$ cat src/thermal_pkg.sv
// ****************************************************************
// temperature monitor status constants
// ****************************************************************
package thermal_pkg;

   // ****************************************************************
   // 7-bit slave addresses, one per part variant
   // ****************************************************************
   localparam logic [6:0] ADDR_VARIANT_A = 7'h1a;
   localparam logic [6:0] ADDR_VARIANT_B = 7'h1c;
   localparam logic [6:0] ADDR_VARIANT_C = 7'h4c;
   localparam logic [6:0] ADDR_VARIANT_D = 7'h4e;

   // ****************************************************************
   // register pointers
   // ****************************************************************
   localparam logic [7:0] OFFSET_CONFIG3     = 8'h43;
   localparam logic [7:0] OFFSET_STATUS1     = 8'h44;
   localparam logic [7:0] OFFSET_OVERTEMP    = 8'h45;
   localparam logic [7:0] OFFSET_DIODE_FAULT = 8'h46;
   localparam logic [7:0] UNMAPPED_READ      = 8'h00;

   // ****************************************************************
   // field positions
   // ****************************************************************
   localparam int BIT_LOCAL_ALERT = 6;
   localparam int BIT_ALERT_LO    = 0;
   localparam int BIT_CH1_OVER    = 0;
   localparam int BIT_CH4_OVER    = 3;
   localparam int BIT_FAULT_LO    = 1;
   localparam int BIT_UNUSED_LO   = 5;
   localparam int BIT_UNUSED_HI   = 6;
   localparam int BIT_MASK_CH1    = 0;
   localparam int BIT_MASK_CH4    = 3;

   // ****************************************************************
   // reset values, channel codes, framing
   // ****************************************************************
   localparam logic [7:0] STATUS_RESET  = 8'h00;
   localparam logic [7:0] CONFIG_RESET  = 8'h00;
   localparam int         REMOTE_COUNT  = 4;
   localparam logic [2:0] CHAN_LOCAL    = 3'h0;
   localparam logic [2:0] CHAN_REMOTE1  = 3'h1;
   localparam logic [2:0] CHAN_REMOTE4  = 3'h4;
   localparam logic [3:0] BYTE_BITS     = 4'h8;

endpackage : thermal_pkg

$ cat src/flag_if.sv
`timescale 1ns/100ps
// ****************************************************************
// conversion results in, status bytes out
// ****************************************************************
interface flag_if;
   logic       conv_done;
   logic [2:0] conv_channel;
   logic       conv_alert;
   logic       conv_over;
   logic       conv_fault;
   logic [7:0] status1;
   logic [7:0] overtemp_status;
   logic [7:0] diode_fault_status;

   modport source (
      output conv_done, conv_channel, conv_alert, conv_over, conv_fault,
      input  status1, overtemp_status, diode_fault_status
   );
   modport flags (
      input  conv_done, conv_channel, conv_alert, conv_over, conv_fault,
      output status1, overtemp_status, diode_fault_status
   );
endinterface : flag_if

$ cat src/status_flags.sv
`timescale 1ns/100ps
module status_flags (
   input wire logic clock,
   input wire logic rst_n,
   flag_if.flags    fi
);
   logic [thermal_pkg::REMOTE_COUNT-1:0] hit;
   logic [thermal_pkg::REMOTE_COUNT-1:0] alert;
   logic [thermal_pkg::REMOTE_COUNT-1:0] fault;
   logic                                 local_alert;
   logic                                 ch1_overtemp_flag;
   logic                                 ch4_overtemp_flag;
   logic                                 por_done;

   // ****************************************************************
   // per-channel update strobes
   // ****************************************************************
   genvar i;
   generate
      for (i = 0; i < thermal_pkg::REMOTE_COUNT; i++) begin : g_hit
         assign hit[i] = fi.conv_done && (fi.conv_channel == 3'(i + 1));
      end
   endgenerate

   // flags follow the latest result; a status read never clears them
   always_ff @(posedge clock) begin
      if (!rst_n) begin
         alert <= '0;
         fault <= '0;
      end else begin
         alert <= (alert & ~hit) | (hit & {thermal_pkg::REMOTE_COUNT{fi.conv_alert}});
         fault <= (fault & ~hit) | (hit & {thermal_pkg::REMOTE_COUNT{fi.conv_fault}});
      end
   end

   always_ff @(posedge clock) begin
      if (!rst_n) begin
         local_alert <= 1'b0;
      end else if (fi.conv_done && fi.conv_channel == thermal_pkg::CHAN_LOCAL) begin
         local_alert <= fi.conv_alert;
      end
   end

   always_ff @(posedge clock) begin
      if (!rst_n) begin
         ch1_overtemp_flag <= 1'b0;
         ch4_overtemp_flag <= 1'b0;
      end else if (fi.conv_done) begin
         if (fi.conv_channel == thermal_pkg::CHAN_REMOTE1) begin
            ch1_overtemp_flag <= fi.conv_over;
         end
         if (fi.conv_channel == thermal_pkg::CHAN_REMOTE4) begin
            ch4_overtemp_flag <= fi.conv_over;
         end
      end
   end

   // unused bits read 0 only until the first edge after reset
   always_ff @(posedge clock) begin
      if (!rst_n) begin
         por_done <= 1'b0;
      end else begin
         por_done <= 1'b1;
      end
   end

   // ****************************************************************
   // status byte assembly
   // ****************************************************************
   always_comb begin
      fi.status1            = thermal_pkg::STATUS_RESET;
      fi.overtemp_status    = thermal_pkg::STATUS_RESET;
      fi.diode_fault_status = thermal_pkg::STATUS_RESET;
      fi.status1[thermal_pkg::BIT_ALERT_LO +: thermal_pkg::REMOTE_COUNT] = alert;
      fi.status1[thermal_pkg::BIT_LOCAL_ALERT]      = local_alert;
      fi.overtemp_status[thermal_pkg::BIT_CH1_OVER] = ch1_overtemp_flag;
      fi.overtemp_status[thermal_pkg::BIT_CH4_OVER] = ch4_overtemp_flag;
      fi.diode_fault_status[thermal_pkg::BIT_FAULT_LO +: thermal_pkg::REMOTE_COUNT] = fault;
      fi.diode_fault_status[thermal_pkg::BIT_UNUSED_LO] = por_done;
      fi.diode_fault_status[thermal_pkg::BIT_UNUSED_HI] = por_done;
   end
endmodule : status_flags

$ cat src/thermal_status_flags.sv
`timescale 1ns/100ps
// Behaviour
// - channel 4 over limit sets overtemp bit 3
// - channel 1 over limit sets overtemp bit 0
// - fault bits 1-4 flag shorted/open diode pins
// - fault bits 6,5 read 0, then 1
// - answer only the variant's fixed slave address
// - config bits 3,0 mask overtemp output
// - alert register: remote bits 0-3, local bit 6
// - faulted channel reported and skipped in sequence
module thermal_status_flags #(
   parameter logic [6:0] SLAVE_ADDR = thermal_pkg::ADDR_VARIANT_A
) (
   input  wire logic       CLOCK,
   input  wire logic       RST_N,
   input  wire logic       SCL,
   input  wire logic       SDA_IN,
   output logic            SDA_OUT,
   output logic            SDA_OE,
   input  wire logic       CONV_DONE,
   input  wire logic [2:0] CONV_CHANNEL,
   input  wire logic       CONV_ALERT_HIGH,
   input  wire logic       CONV_OVERTEMP_HIGH,
   input  wire logic       CONV_DIODE_FAULT,
   output logic            OVERTEMP_OUTPUT,
   output logic            OVERTEMP_OUTPUT_OE,
   output logic [3:0]      CHANNEL_SKIP
);
   typedef enum logic [2:0] {S_IDLE, S_ADDR, S_ACK, S_RX, S_TX, S_MACK} state_t;

   state_t     state;
   logic       scl_meta;
   logic       scl_sync;
   logic       scl_prev;
   logic       sda_meta;
   logic       sda_sync;
   logic       sda_prev;
   logic       scl_rise;
   logic       scl_fall;
   logic       bus_start;
   logic       bus_stop;
   logic [3:0] bit_count;
   logic [7:0] shift;
   logic [7:0] tx_shift;
   logic       is_read;
   logic       have_pointer;
   logic [7:0] pointer;
   logic       ch1_overtemp_mask;
   logic       ch4_overtemp_mask;
   logic [7:0] config3;
   logic [7:0] read_data;
   logic       byte_in_done;

   flag_if fi ();

   assign fi.conv_done    = CONV_DONE;
   assign fi.conv_channel = CONV_CHANNEL;
   assign fi.conv_alert   = CONV_ALERT_HIGH;
   assign fi.conv_over    = CONV_OVERTEMP_HIGH;
   assign fi.conv_fault   = CONV_DIODE_FAULT;

   status_flags u_flags (
      .clock (CLOCK),
      .rst_n (RST_N),
      .fi    (fi.flags)
   );

   // ****************************************************************
   // pin synchronisers and bus events
   // ****************************************************************
   // idle bus is high, so the chain resets high to avoid a false start
   always_ff @(posedge CLOCK) begin
      if (!RST_N) begin
         scl_meta <= 1'b1;
         scl_sync <= 1'b1;
         scl_prev <= 1'b1;
         sda_meta <= 1'b1;
         sda_sync <= 1'b1;
         sda_prev <= 1'b1;
      end else begin
         scl_meta <= SCL;
         scl_sync <= scl_meta;
         scl_prev <= scl_sync;
         sda_meta <= SDA_IN;
         sda_sync <= sda_meta;
         sda_prev <= sda_sync;
      end
   end

   assign scl_rise     = scl_sync && !scl_prev;
   assign scl_fall     = !scl_sync && scl_prev;
   assign bus_start    = scl_sync && scl_prev && sda_prev && !sda_sync;
   assign bus_stop     = scl_sync && scl_prev && !sda_prev && sda_sync;
   assign byte_in_done = scl_fall && (bit_count == thermal_pkg::BYTE_BITS);

   // ****************************************************************
   // register read mux
   // ****************************************************************
   always_comb begin
      config3 = thermal_pkg::CONFIG_RESET;
      config3[thermal_pkg::BIT_MASK_CH1] = ch1_overtemp_mask;
      config3[thermal_pkg::BIT_MASK_CH4] = ch4_overtemp_mask;
      unique case (pointer)
         thermal_pkg::OFFSET_STATUS1: read_data = fi.status1;
         thermal_pkg::OFFSET_OVERTEMP:    read_data = fi.overtemp_status;
         thermal_pkg::OFFSET_DIODE_FAULT: read_data = fi.diode_fault_status;
         thermal_pkg::OFFSET_CONFIG3: read_data = config3;
         default:                     read_data = thermal_pkg::UNMAPPED_READ;
      endcase
   end

   // ****************************************************************
   // slave state machine
   // ****************************************************************
   // open drain: sda_oe high pulls the line low, so a 1 bit is a release
   always_ff @(posedge CLOCK) begin
      if (!RST_N) begin
         state        <= S_IDLE;
         bit_count    <= '0;
         shift        <= '0;
         tx_shift     <= '0;
         is_read      <= 1'b0;
         have_pointer <= 1'b0;
         SDA_OE       <= 1'b0;
      end else if (bus_start) begin
         state        <= S_ADDR;
         bit_count    <= '0;
         have_pointer <= 1'b0;
         SDA_OE       <= 1'b0;
      end else if (bus_stop) begin
         state  <= S_IDLE;
         SDA_OE <= 1'b0;
      end else begin
         unique case (state)
            S_IDLE: begin
               bit_count <= '0;
            end
            S_ADDR, S_RX: begin
               if (scl_rise) begin
                  shift     <= {shift[6:0], sda_sync};
                  bit_count <= bit_count + 4'h1;
               end else if (byte_in_done) begin
                  bit_count <= '0;
                  if (state == S_RX) begin
                     state        <= S_ACK;
                     SDA_OE       <= 1'b1;
                     have_pointer <= 1'b1;
                  end else if (shift[7:1] == SLAVE_ADDR) begin
                     state   <= S_ACK;
                     SDA_OE  <= 1'b1;
                     is_read <= shift[0];
                  end else begin
                     state <= S_IDLE;
                  end
               end
            end
            S_ACK: begin
               if (scl_fall) begin
                  if (is_read) begin
                     state    <= S_TX;
                     tx_shift <= read_data;
                     SDA_OE   <= !read_data[7];
                  end else begin
                     state  <= S_RX;
                     SDA_OE <= 1'b0;
                  end
               end
            end
            S_TX: begin
               if (scl_rise) begin
                  bit_count <= bit_count + 4'h1;
               end else if (scl_fall) begin
                  if (bit_count == thermal_pkg::BYTE_BITS) begin
                     state     <= S_MACK;
                     bit_count <= '0;
                     SDA_OE    <= 1'b0;
                  end else begin
                     tx_shift <= {tx_shift[6:0], 1'b0};
                     SDA_OE   <= !tx_shift[6];
                  end
               end
            end
            S_MACK: begin
               // master nack ends the read; ack repeats the same register
               if (scl_rise && sda_sync) begin
                  state <= S_IDLE;
               end else if (scl_fall) begin
                  state    <= S_TX;
                  tx_shift <= read_data;
                  SDA_OE   <= !read_data[7];
               end
            end
         endcase
      end
   end

   // ****************************************************************
   // pointer and mask writes
   // ****************************************************************
   always_ff @(posedge CLOCK) begin
      if (!RST_N) begin
         pointer           <= thermal_pkg::OFFSET_STATUS1;
         ch1_overtemp_mask <= 1'b0;
         ch4_overtemp_mask <= 1'b0;
      end else if (!bus_start && !bus_stop && state == S_RX && byte_in_done) begin
         if (!have_pointer) begin
            pointer <= shift;
         end else if (pointer == thermal_pkg::OFFSET_CONFIG3) begin
            ch1_overtemp_mask <= shift[thermal_pkg::BIT_MASK_CH1];
            ch4_overtemp_mask <= shift[thermal_pkg::BIT_MASK_CH4];
         end
      end
   end

   // ****************************************************************
   // pin outputs
   // ****************************************************************
   always_ff @(posedge CLOCK) begin
      if (!RST_N) begin
         SDA_OUT            <= 1'b0;
         OVERTEMP_OUTPUT    <= 1'b0;
         OVERTEMP_OUTPUT_OE <= 1'b0;
         CHANNEL_SKIP       <= '0;
      end else begin
         SDA_OUT            <= 1'b0;
         OVERTEMP_OUTPUT    <= 1'b0;
         OVERTEMP_OUTPUT_OE <= (fi.overtemp_status[thermal_pkg::BIT_CH1_OVER]
                                && !ch1_overtemp_mask)
                            || (fi.overtemp_status[thermal_pkg::BIT_CH4_OVER]
                                && !ch4_overtemp_mask);
         // sequencer skips any faulted remote channel, open or shorted alike
         CHANNEL_SKIP       <=
            fi.diode_fault_status[thermal_pkg::BIT_FAULT_LO +: thermal_pkg::REMOTE_COUNT];
      end
   end
endmodule : thermal_status_flags

$ cat config.mk
export PLATFORM = sky130hd
export DESIGN_NAME = thermal_status_flags
export DESIGN_NICKNAME = d
export VERILOG_FILES = /design/src/thermal_pkg.sv /design/src/flag_if.sv /design/src/status_flags.sv /design/src/thermal_status_flags.sv
export SDC_FILE = /design/constraint.sdc
export NUM_CORES = 1
export LEC_CHECK = 0
export BUFFER_PORTS_ARGS = -buffer_cell sky130_fd_sc_hd__buf_2
export CORE_MARGIN = 2
export CORE_UTILIZATION = 60
export CTS_CLUSTER_SIZE = 28
export DETAILED_ROUTE_END_ITERATION = 6
export PLACE_DENSITY = 0.89
export REMOVE_ABC_BUFFERS = 1
export SETUP_SLACK_MARGIN = 0.3
export SYNTH_ARGS = -nofsm -noshare
export SYNTH_HDL_FRONTEND = slang
export SYNTH_SLANG_ARGS = --single-unit
$ cat constraint.sdc
create_clock -name CLOCK -period 4.19 [get_ports CLOCK]
set_input_delay 0 -clock CLOCK [delete_from_list [all_inputs] [get_ports CLOCK]]
set_output_delay 0 -clock CLOCK [all_outputs]
set_load 0.02 [all_outputs]
==> reports/results.txt, run 1 <==
RSZ-0062 raised after global routing - false
CTS H-Tree Depth - 3
Post-layout nets - 347
Longest Clk Path Bufs - 2
Area Growth Syn to Fin - 10.5%
DRT iter0 DRCs - 146
TNS Setup - 0 ns
Top Ports - 19
Worst Tran Pin Value - 0.985 ns
Post-synth cell types - 61
Crit-path slowest cell - dfxtp_1
Cell chain of the critical path - nand3b_1 -> a21o_1 -> a211oi_2 -> and2_1 -> a311oi_2
Crit path kind - reg -> reg
Worst Path Arrival - 2.42 ns
Register area share after synthesis - 39.8%
Reg-to-Reg End - tx_shift[4]
TritonCTS sink count - 58
Post-DP HPWL - 3.88 mm
# port buffers - 16
Antenna-violating nets left - 0
Clock root cell - clkbuf_8
Starting Density - 62.1%
Hold path cells - 4
Die X - 73.7 µm
Vias in the first global route - 2041
DR DRC count - 0
TritonCTS Buffers - 9
Fin cells - 388
Core ar. - 0.00469 mm²
# rows - 25
Global Route Usage Sum - 22.5%
Synthesized area - 0.00291 mm²
Setup Buffers After CTS - 0
Data required, critical path - 4.38 ns
First-pass DRT Iterations - 4
Largest net degree at the start of global routing - 35
Post-synth top flop - dfxtp_1
Worst R2R Path Depth - 5
Most frequent cells in the layout - 58 x dfxtp_1, 48 x nor2_1, 34 x mux2i_1, 20 x nand2_1, 16 x buf_2
Routability cong. - 0.896
Max cap viols - 0
Worst vdd ir - 0.000229 V
Yosys warns - 0
Drt total wl - 5.69 mm
Worst hold endpoint - u_flags.local_alert
Fraction of registers with async set/reset - 0%
Initial antenna violation count - 0
Setup Viol. Count Final - 0
Crit. End Element - flop
Worst min path class - in -> reg
Final hold violations - 0
Via density - 5.78
Hold path start - CONV_CHANNEL[1]
Most common cell after layout, fill and taps aside - dfxtp_1
Pins Over Slew Limit - 0
Fmax - 449 MHz
Post-Synthesis Cells - 314
Die area - 0.00543 mm²
CTS tree - built
Number of placed cells counting well taps - 367
# diodes - 0
Period minus WS final - 2.23 ns
Layout Skew - 0.00711 ns
Leak - 1.28 nW
Worst-skew pair later-pin latency - 0.34 ns
Congestion Overflow GR - 0
Crit start category - flop
Outcome - finished, final reports clean
Syn avg cell area - 9.28 µm²
Layout cells sized above 1 - 15.9%
Die Height - 73.7 µm
Reg-to-reg slack, setup - 1.96 ns
Max-slew headroom - 33.9%
Clock transition at the registers of the reported paths - 0.06 ns
Max stage delay on crit path - 0.70 ns
Power density cells - 357 mW/mm²
Wire per inst - 14.7 µm
CP max FO - 17
DR vias - 2243
Final Cycle Share - 53.1%
Reg-to-Reg Start - state[1]
Number of synthesized flops with an enable pin - 0
First-pass GRT wire length - 9.23 mm
Flop and latch count out of synthesis - 58
[cell usage after synthesis (all sizes together), types with 2 or more instances]
| cell type | count | share of area (%) |
|---|---|---|
| dfxtp | 58 | 40 |
| nor2 | 48 | 6.2 |
| mux2i | 34 | 12 |
| nand2 | 20 | 2.6 |
| a21oi | 16 | 3.0 |
| nand2b | 11 | 3.1 |
| buf | 10 | 2.6 |
| and2 | 9 | 2.0 |
| a22oi | 8 | 2.1 |
| clkbuf | 8 | 1.0 |
| inv | 8 | 1.0 |
| nor3 | 8 | 1.5 |
| a211oi | 7 | 3.0 |
| ha | 6 | 2.6 |
| nand3b | 6 | 1.5 |
| nand4b | 5 | 1.5 |
| nor2b | 5 | 1.1 |
| o21ai | 5 | 0.99 |
| nand4 | 4 | 1.1 |
| nand3 | 3 | 0.52 |
| nor3b | 3 | 1.2 |
| a21boi | 2 | 0.64 |
| a21o | 2 | 0.52 |
| and2b | 2 | 0.52 |
| and3 | 2 | 0.60 |
| and3b | 2 | 0.60 |
| o221a | 2 | 1.1 |
| or3b | 2 | 0.69 |
[logic make-up (layout without fill, tap and decap cells)]
family / Yosys count / count (layout) / synth area share (%)
buffers and inverters: 27 / 46 / 4.77
flip-flops: 58 / 58 / 39.8
other: 1 / 2 / 0.129
multiplexers: 35 / 35 / 12.1
AND/OR/NAND/NOR: 134 / 134 / 25.8
XOR/XNOR: 2 / 2 / 0.601
adder cells (fa/ha/maj): 6 / 6 / 2.58
AO/OA/AOI/OAI: 51 / 51 / 14.2
[worst max-delay path: cells and delay by family (launching register included)]
family | cells | cell delay (ns)
AND/OR/NAND/NOR | 2 | 0.57
AO/OA/AOI/OAI | 3 | 0.80
flip-flops | 1 | 0.70
[repair_timing]
item / CTS / global route
endpoints found under the hold margin: 14 / 0
gates resized for setup: 0 / 0
hold buffers: 6 / 0
[per-stage QoR]
stage	setup slack, ns	utilization, %	instance area [µm²]	total power [W]	hold slack, ns
finish	1.96	68.6	3220	0.00115	0.0906
global placement	2.04	63.1	2960	0.000617	0.182
CTS	1.97	68.6	3220	0.00116	0.0602
detailed placement	1.99	63.1	2960	0.000618	0.187
global route	1.80	68.6	3220	0.00118	0.108
floorplan	2.22	-	2810	0.000601	0.0277
[layout make-up]
class | count | area [µm²]
Clock inverter | 3 | 65.1
Sequential cell | 58 | 1160
Timing Repair Buffer | 22 | 140
Tap cell | 54 | 67.6
Clock buffer | 12 | 135
Fill cell | 356 | 1470
Inverter | 9 | 33.8
Multi-Input combinational cell | 230 | 1620
[layer usage]
metal	up-vias	wire, µm	global-route usage (%)
li1	1131	-	-
met1	1060	2690	28.2
met2	37	2680	35.6
met3	15	167	4.53
met4	0	157	13.5
met5	-	0	0
[power by group]
group          switching, W  internal [W]   total, W
combinational     0.0000304     0.0000192  0.0000496
clock              0.000208      0.000331   0.000539
sequential       0.00000391      0.000557   0.000561
total              0.000243      0.000908    0.00115
[worst max path at each step]
| stage | startpoint | endpoint | cells past startpoint |
|---|---|---|---|
| 4_1_cts | state[1] | tx_shift[4] | 5 |
| 3_3_place_gp | state[1] | tx_shift[4] | 5 |
| 2_1_floorplan | state[1] | tx_shift[4] | 5 |
| 5_1_grt | state[1] | tx_shift[4] | 5 |
| 3_5_place_dp | state[1] | tx_shift[4] | 5 |
| 6_report | state[1] | tx_shift[4] | 5 |
Power figures use the tool's default switching activity.
==> inputs of run 2 (changes only) <==
--- a/config.mk
+++ b/config.mk
@@ -7,10 +7,10 @@
 export LEC_CHECK = 0
 export BUFFER_PORTS_ARGS = -buffer_cell sky130_fd_sc_hd__buf_2
 export CORE_MARGIN = 2
-export CORE_UTILIZATION = 60
+export CORE_UTILIZATION = 54
 export CTS_CLUSTER_SIZE = 28
 export DETAILED_ROUTE_END_ITERATION = 6
-export PLACE_DENSITY = 0.89
+export PLACE_DENSITY = 0.85
 export REMOVE_ABC_BUFFERS = 1
 export SETUP_SLACK_MARGIN = 0.3
 export SYNTH_ARGS = -nofsm -noshare
==> constraint.sdc (replaced) <==
create_clock -name CLOCK -period 2 [get_ports CLOCK]
set_input_delay 0 -clock CLOCK [delete_from_list [all_inputs] [get_ports CLOCK]]
set_output_delay 0 -clock CLOCK [all_outputs]
set_load 0.02 [all_outputs]
==> reports/results.txt, run 2 (synthesis results as in run 1) <==
Worst vdd ir - 0.000553 V (+140%)
# diodes - 0 (unchanged)
Global Route Usage Sum - 22.5% (-0.087 points)
Reg-to-Reg End - state[0]
TritonCTS Buffers - 9 (unchanged)
Final hold violations - 0 (unchanged)
Via density - 5.62 (-2.7%)
Most frequent cells in the layout - 51 x dfxtp_1, 46 x nor2_1, 34 x mux2i_1, 24 x buf_4, 20 x nand2_1
Drt total wl - 6.57 mm (+16%)
Power density cells - 694 mW/mm² (+94%)
Hold path cells - 2 (-2)
RSZ-0062 raised after global routing - true
Die X - 77.5 µm (+5.1%)
Worst path bufs/invs - 1 (+1)
Area Growth Syn to Fin - 23.7%
Crit path kind - reg -> reg
Util after Layout - 69.7% (+1.1 points)
Crit. End Element - flop
Routability cong. - 0.949 (+5.9%)
CP max FO - 4 (-13)
First-pass DRT Iterations - 5 (+1)
Hold path start - RST_N
Layout Skew - 0.00626 ns (-0.000852 ns)
CTS H-Tree Depth - 3 (unchanged)
Most common cell after layout, fill and taps aside - dfxtp_1
Top Ports - 19 (unchanged)
Clock root cell - clkbuf_8
Fmax - 572 MHz (+27%)
Worst-skew pair later-pin latency - 0.34 ns (about the same)
Hold WS - 0.0493 ns (-0.0413 ns)
Worst hold endpoint - u_flags.por_done
DRT iter0 DRCs - 136 (-6.8%)
Worst min path class - in -> reg
Worst Tran Pin Value - 0.571 ns (-0.415 ns)
Final instance area - 0.00360 mm² (+12%)
Die area - 0.00600 mm² (+10%)
Post-layout nets - 373 (+7.5%)
Die Height - 77.5 µm (+5.1%)
CP delay by family, top - compound AO/OA/AOI/OAI gates
DR vias - 2424 (+8.1%)
Area after DPL - 0.00306 mm² (+3.5%)
Max cap viols - 0 (unchanged)
Max-slew headroom - 61.7% (+28 points)
Worst R2R Path Depth - 7 (+2)
Largest net degree at the start of global routing - 21 (-40%)
Layout cells sized above 1 - 30.2% (+14 points)
Crit-path slowest cell - dfxtp_4
Post-DP HPWL - 4.04 mm (+4.3%)
Reg-to-Reg Start - scl_sync
Period minus WS final - 1.75 ns (-0.476 ns)
Pins Over Slew Limit - 0 (unchanged)
Core ar. - 0.00517 mm² (+10%)
Vias in the first global route - 2364 (+16%)
Worst Path Arrival - 1.97 ns (-0.45 ns)
Leak - 1.44 nW (+12%)
Antenna-violating nets left - 0 (unchanged)
Crit start category - flop
Setup Viol. Count Final - 0 (unchanged)
Multi-input gate area - 0.00174 mm² (+7.3%)
Congestion Overflow GR - 0 (unchanged)
Clock transition at the registers of the reported paths - 0.06 ns (about the same)
Storage element area - 0.00118 mm² (+1.4%)
Starting Density - 56.3% (-5.8 points)
Wire per inst - 15.3 µm (+4.0%)
Longest Clk Path Bufs - 2 (unchanged)
CTS tree - built
Reg-to-reg slack, setup - 0.25 ns (-1.71 ns)
# rows - 26 (+4.0%)
Max stage delay on crit path - 0.37 ns (-0.33 ns)
TNS Setup - 0 ns (unchanged)
Data required, critical path - 2.22 ns (-2.16 ns)
Outcome - finished, final reports clean
DR DRC count - 0 (unchanged)
Initial antenna violation count - 0 (unchanged)
TritonCTS sink count - 58 (unchanged)
Tot Pwr - 0.00250 W (+120%)
Worst path depth - 7 (+2)
Final Cycle Share - 87.4% (+34 points)
Layout filler cell count - 359 (+0.84%)
Cell chain of the critical path - inv_4 -> ha_4 -> nand4b_1 -> o221a_4 -> a21o_1 -> a221o_1 -> mux2i_1
# port buffers - 16 (unchanged)
First-pass GRT wire length - 10.7 mm (+16%)
==> run 2: changes by cell type in the layout (fill, tap and decap cells not counted), moves of 4 or more <==
cell / change
dfxtp_2: +4
dfxtp_1: -7
a21oi_1: -4
buf_4: +24
ha_1: -4
==> run 2: metrics by stage <==
stage / cells / worst slack [ns]
finish: 431 / 0.251
global route: 431 / 0.200
CTS: 425 / 0.258
detailed placement: 394 / 0.0617
global placement: 394 / 0.133
floorplan: 297 / 0.0288
==> run 2: final cells by class <==
class                           instances  share of cell area, %
Multi-Input combinational cell        230                   48.2
Sequential cell                        58                   32.7
Timing Repair Buffer                   48                   9.65
Clock buffer                           11                   3.92
Tap cell                               70                   2.43
Clock inverter                          5                   2.15
Inverter                                9                   1.01
==> run 2: what timing repair did <==
action | CTS | global route
hold endpoints to repair | 12 | 0
hold buffers | 5 | 0
resized for setup | 28 | 17
pin swaps | 7 | 10
setup endpoints to repair | 30 | 34
setup buffers | 10 | 6
==> run 2: power by group <==
part	leakage, nW	internal, W	total, W	switching [W]
sequential	0.472	0.00116	0.00117	0.00000920
combinational	0.857	0.0000571	0.000130	0.0000734
clock	0.109	0.000731	0.00120	0.000466
total	1.44	0.00195	0.00250	0.000548
==> run 2: how the worst max path moves through the flow <==
stage,slack [ns],to,startpoint
2_1_floorplan,0.03,tx_shift[4],state[1]
3_3_place_gp,0.13,tx_shift[4],scl_sync
3_5_place_dp,0.06,tx_shift[1],scl_sync
4_1_cts,0.26,state[0],scl_sync
5_1_grt,0.20,pointer[2],scl_sync
6_report,0.25,state[0],scl_sync
==> run 2: per-layer routing <==
metal  track usage (%)  up-vias  wire length [µm]
met5                 0        -                 0
met4              13.2        0               123
met3              5.12       12               280
li1                  -     1185                 -
met2              37.0       68              3290
met1              26.7     1159              2890
==> inputs of run 3 (changes only) <==
--- a/config.mk
+++ b/config.mk
@@ -5,9 +5,12 @@
 export SDC_FILE = /design/constraint.sdc
 export NUM_CORES = 1
 export LEC_CHECK = 0
+export ABC_AREA = 1
 export BUFFER_PORTS_ARGS = -buffer_cell sky130_fd_sc_hd__buf_2
+export CORE_ASPECT_RATIO = 2
 export CORE_MARGIN = 2
 export CORE_UTILIZATION = 54
+export CTS_CLUSTER_DIAMETER = 30
 export CTS_CLUSTER_SIZE = 28
 export DETAILED_ROUTE_END_ITERATION = 6
 export PLACE_DENSITY = 0.85
==> reports/results.txt, run 3 <==
Wire per inst - 14.1 µm (-7.8%)
Worst vdd ir - 0.000722 V (+31%)
Setup Viol. Count Final - 0 (unchanged)
Worst min path class - in -> reg
Syn avg cell area - 7.03 µm² (-24%)
Register area share after synthesis - 41.2% (+1.3 points)
Max-slew headroom - 58.2% (-3.4 points)
GR Util met3 - 7.02% (+1.9 points)
Fmax - 598 MHz (+4.6%)
CTS tree - built
Met1 Usage GRT - 24.8% (-1.9 points)
Final hold violations - 0 (unchanged)
Layout filler cell count - 437 (+22%)
Top cells by area, synth - dfxtp_1 41%, nand2_1 8.7%, inv_1 7.6%
Post-layout nets - 459 (+23%)
# rows - 37 (+42%)
Starting Density - 55.4% (-0.96 points)
Crit. End Element - flop
Area Growth Syn to Fin - 20.4%
Worst Path Arrival - 1.88 ns (-0.09 ns)
Reg-to-reg slack, setup - 0.33 ns (+0.08 ns)
Global Route Usage Sum - 26.6% (+4.2 points)
First-pass GRT wire length - 11.1 mm (+4.3%)
Largest net degree at the start of global routing - 36 (+71%)
Worst-skew pair later-pin latency - 0.34 ns (about the same)
Worst Tran Pin Value - 0.626 ns (+0.0553 ns)
Clock root cell - clkbuf_8
Data required, critical path - 2.21 ns (about the same)
TritonCTS Buffers - 9 (unchanged)
DRT iter0 DRCs - 104 (-24%)
DR vias - 2735 (+13%)
Post-DP HPWL - 4.93 mm (+22%)
Via density - 5.43 (-3.5%)
Die area - 0.00585 mm² (-2.5%)
Hold path start - CONV_CHANNEL[0]
Reg-to-Reg End - ch4_overtemp_mask
CP max FO - 4 (unchanged)
Largest area contributor in the netlist - dfxtp_1
Die X - 55.1 µm (-29%)
Tot Pwr - 0.00297 W (+19%)
Yosys warns - 0 (unchanged)
Longest Clk Path Bufs - 2 (unchanged)
Layout Skew - 0.00673 ns (+0.000470 ns)
Drt total wl - 7.09 mm (+7.8%)
Pins Over Slew Limit - 0 (unchanged)
Clock transition at the registers of the reported paths - 0.06 ns (about the same)
RSZ-0062 raised after global routing - true
Post-Synthesis Cells - 401 (+28%)
Met2 usage - 45.7% (+8.6 points)
Grt peak-use layer - met2
Top Ports - 19 (unchanged)
CP most frequent cell - buf_4
Period minus WS final - 1.67 ns (-0.0769 ns)
Max cap viols - 0 (unchanged)
Reg-to-Reg Start - bit_count[0]
Flop and latch count out of synthesis - 58 (unchanged)
Vias in the first global route - 2572 (+8.8%)
Max stage delay on crit path - 0.34 ns (-0.03 ns)
Die Height - 106 µm (+37%)
Power density cells - 874 mW/mm² (+26%)
Outcome - finished, final reports clean
Hold path cells - 3 (+1)
Crit-path slowest cell - dfxtp_2
TritonCTS sink count - 58 (unchanged)
Routability cong. - 0.950 (about the same)
Worst path bufs/invs - 3 (+2)
CTS H-Tree Depth - 3 (unchanged)
TNS Setup - 0 ns (unchanged)
Core ar. - 0.00509 mm² (-1.5%)
Synthesized area - 0.00282 mm² (-3.2%)
Post-synth top flop - dfxtp_1
Post-synth cell types - 34 (-44%)
Most common cell after layout, fill and taps aside - nand2_1
Worst R2R Path Depth - 9 (+2)
Top cells by instance count after synthesis - 65 x nand2_1, 58 x dfxtp_1, 57 x inv_1, 54 x nor2_1, 35 x a21oi_1
Congestion Overflow GR - 0 (unchanged)
Crit path kind - reg -> reg
Final Cycle Share - 83.6% (-3.8 points)
Fraction of registers with async set/reset - 0% (unchanged)
Number of synthesized flops with an enable pin - 0 (unchanged)
# port buffers - 16 (unchanged)
DR DRC count - 0 (unchanged)
Antenna-violating nets left - 0 (unchanged)
Post-synth top area share - 41.2% (+1.3 points)
CP delay by family, top - simple AND/OR/NAND/NOR gates
Layout cells sized above 1 - 21.7% (-8.4 points)
Most common cell in the netlist - nand2_1
First-pass DRT Iterations - 4 (-1)
Initial antenna violation count - 0 (unchanged)
Cell chain of the critical path - inv_1 -> ha_2 -> nand4_1 -> nor2_2 -> buf_4 -> buf_4 -> nand3_1 -> nor2_1 -> nor3_1
Leak - 1.50 nW (+4.3%)
Most frequent cells in the layout - 61 x nand2_1, 55 x inv_1, 53 x dfxtp_1, 52 x nor2_1, 35 x a21oi_1
# diodes - 0 (unchanged)
Crit start category - flop
## run 3: metrics by stage
step / hold WS [ns] / instances / setup slack, ns / instance area [µm²] / utilization [%]
after floorplan: 0.0277 / 392 / 0.427 / 2770 / -
after global placement: 0.185 / 470 / 0.245 / 2950 / 57.9
after detailed placement: 0.191 / 470 / 0.218 / 2950 / 57.9
after CTS: 0.0240 / 497 / 0.307 / 3260 / 64.1
after global routing: 0.0487 / 504 / 0.225 / 3390 / 66.7
final: 0.0326 / 504 / 0.328 / 3390 / 66.7
## run 3: worst max-delay path by stage
stage | slack [ns] | cells past startpoint | endpoint | startpoint
finish | 0.33 | 9 | ch4_overtemp_mask | bit_count[0]
global placement | 0.24 | 10 | tx_shift[1] | scl_prev
floorplan | 0.43 | 8 | pointer[3] | scl_sync
CTS | 0.31 | 7 | shift[3] | state[0]
global route | 0.23 | 8 | ch1_overtemp_mask | bit_count[0]
detailed placement | 0.22 | 10 | tx_shift[3] | scl_prev
## run 3: cell type report
cell class	count	area, µm²	area share (%)
tap	58	72.6	2.14
inverter	62	235	6.93
timing repair buffer	38	263	7.74
sequential	58	1170	34.4
clock inverter	2	10.0	0.295
clock buffer	13	179	5.27
multi-input combinational	273	1470	43.2
## run 3: cells by family after synthesis
group,count (synthesis),synth area share [%]
adder cells (fa/ha/maj),6,2.66
buffers and inverters,72,10.4
AO/OA/AOI/OAI,87,16.9
XOR/XNOR,1,0.311
AND/OR/NAND/NOR,176,28.3
other,1,0.133
flip-flops,58,41.2
## run 3: timing repair
action,in CTS,in global routing
cloned,1,0
setup endpoints to repair,12,27
setup buffers,4,7
hold buffers,7,0
gates resized for setup,5,26
endpoints found under the hold margin,9,0
pin swaps,3,8
## run 3: power breakdown
group	total (W)	leakage, nW	internal, W	switching (W)
clock network	0.00102	0.101	0.000573	0.000451
logic	0.000642	0.928	0.000224	0.000418
registers	0.00130	0.471	0.00123	0.0000650
total	0.00297	1.50	0.00203	0.000934
## run 3: tightest hold or removal path: cells and delay by family
kind            cells  cell delay, ns
buf+inv             1            0.12
simple gates        1            0.13
compound gates      1            0.07
## run 3: per-layer routing
layer | wire length, µm | vias up
met2 | 3860 | 72
met3 | 245 | 36
met5 | 0 | -
li1 | - | 1375
met4 | 403 | 0
met1 | 2580 | 1252
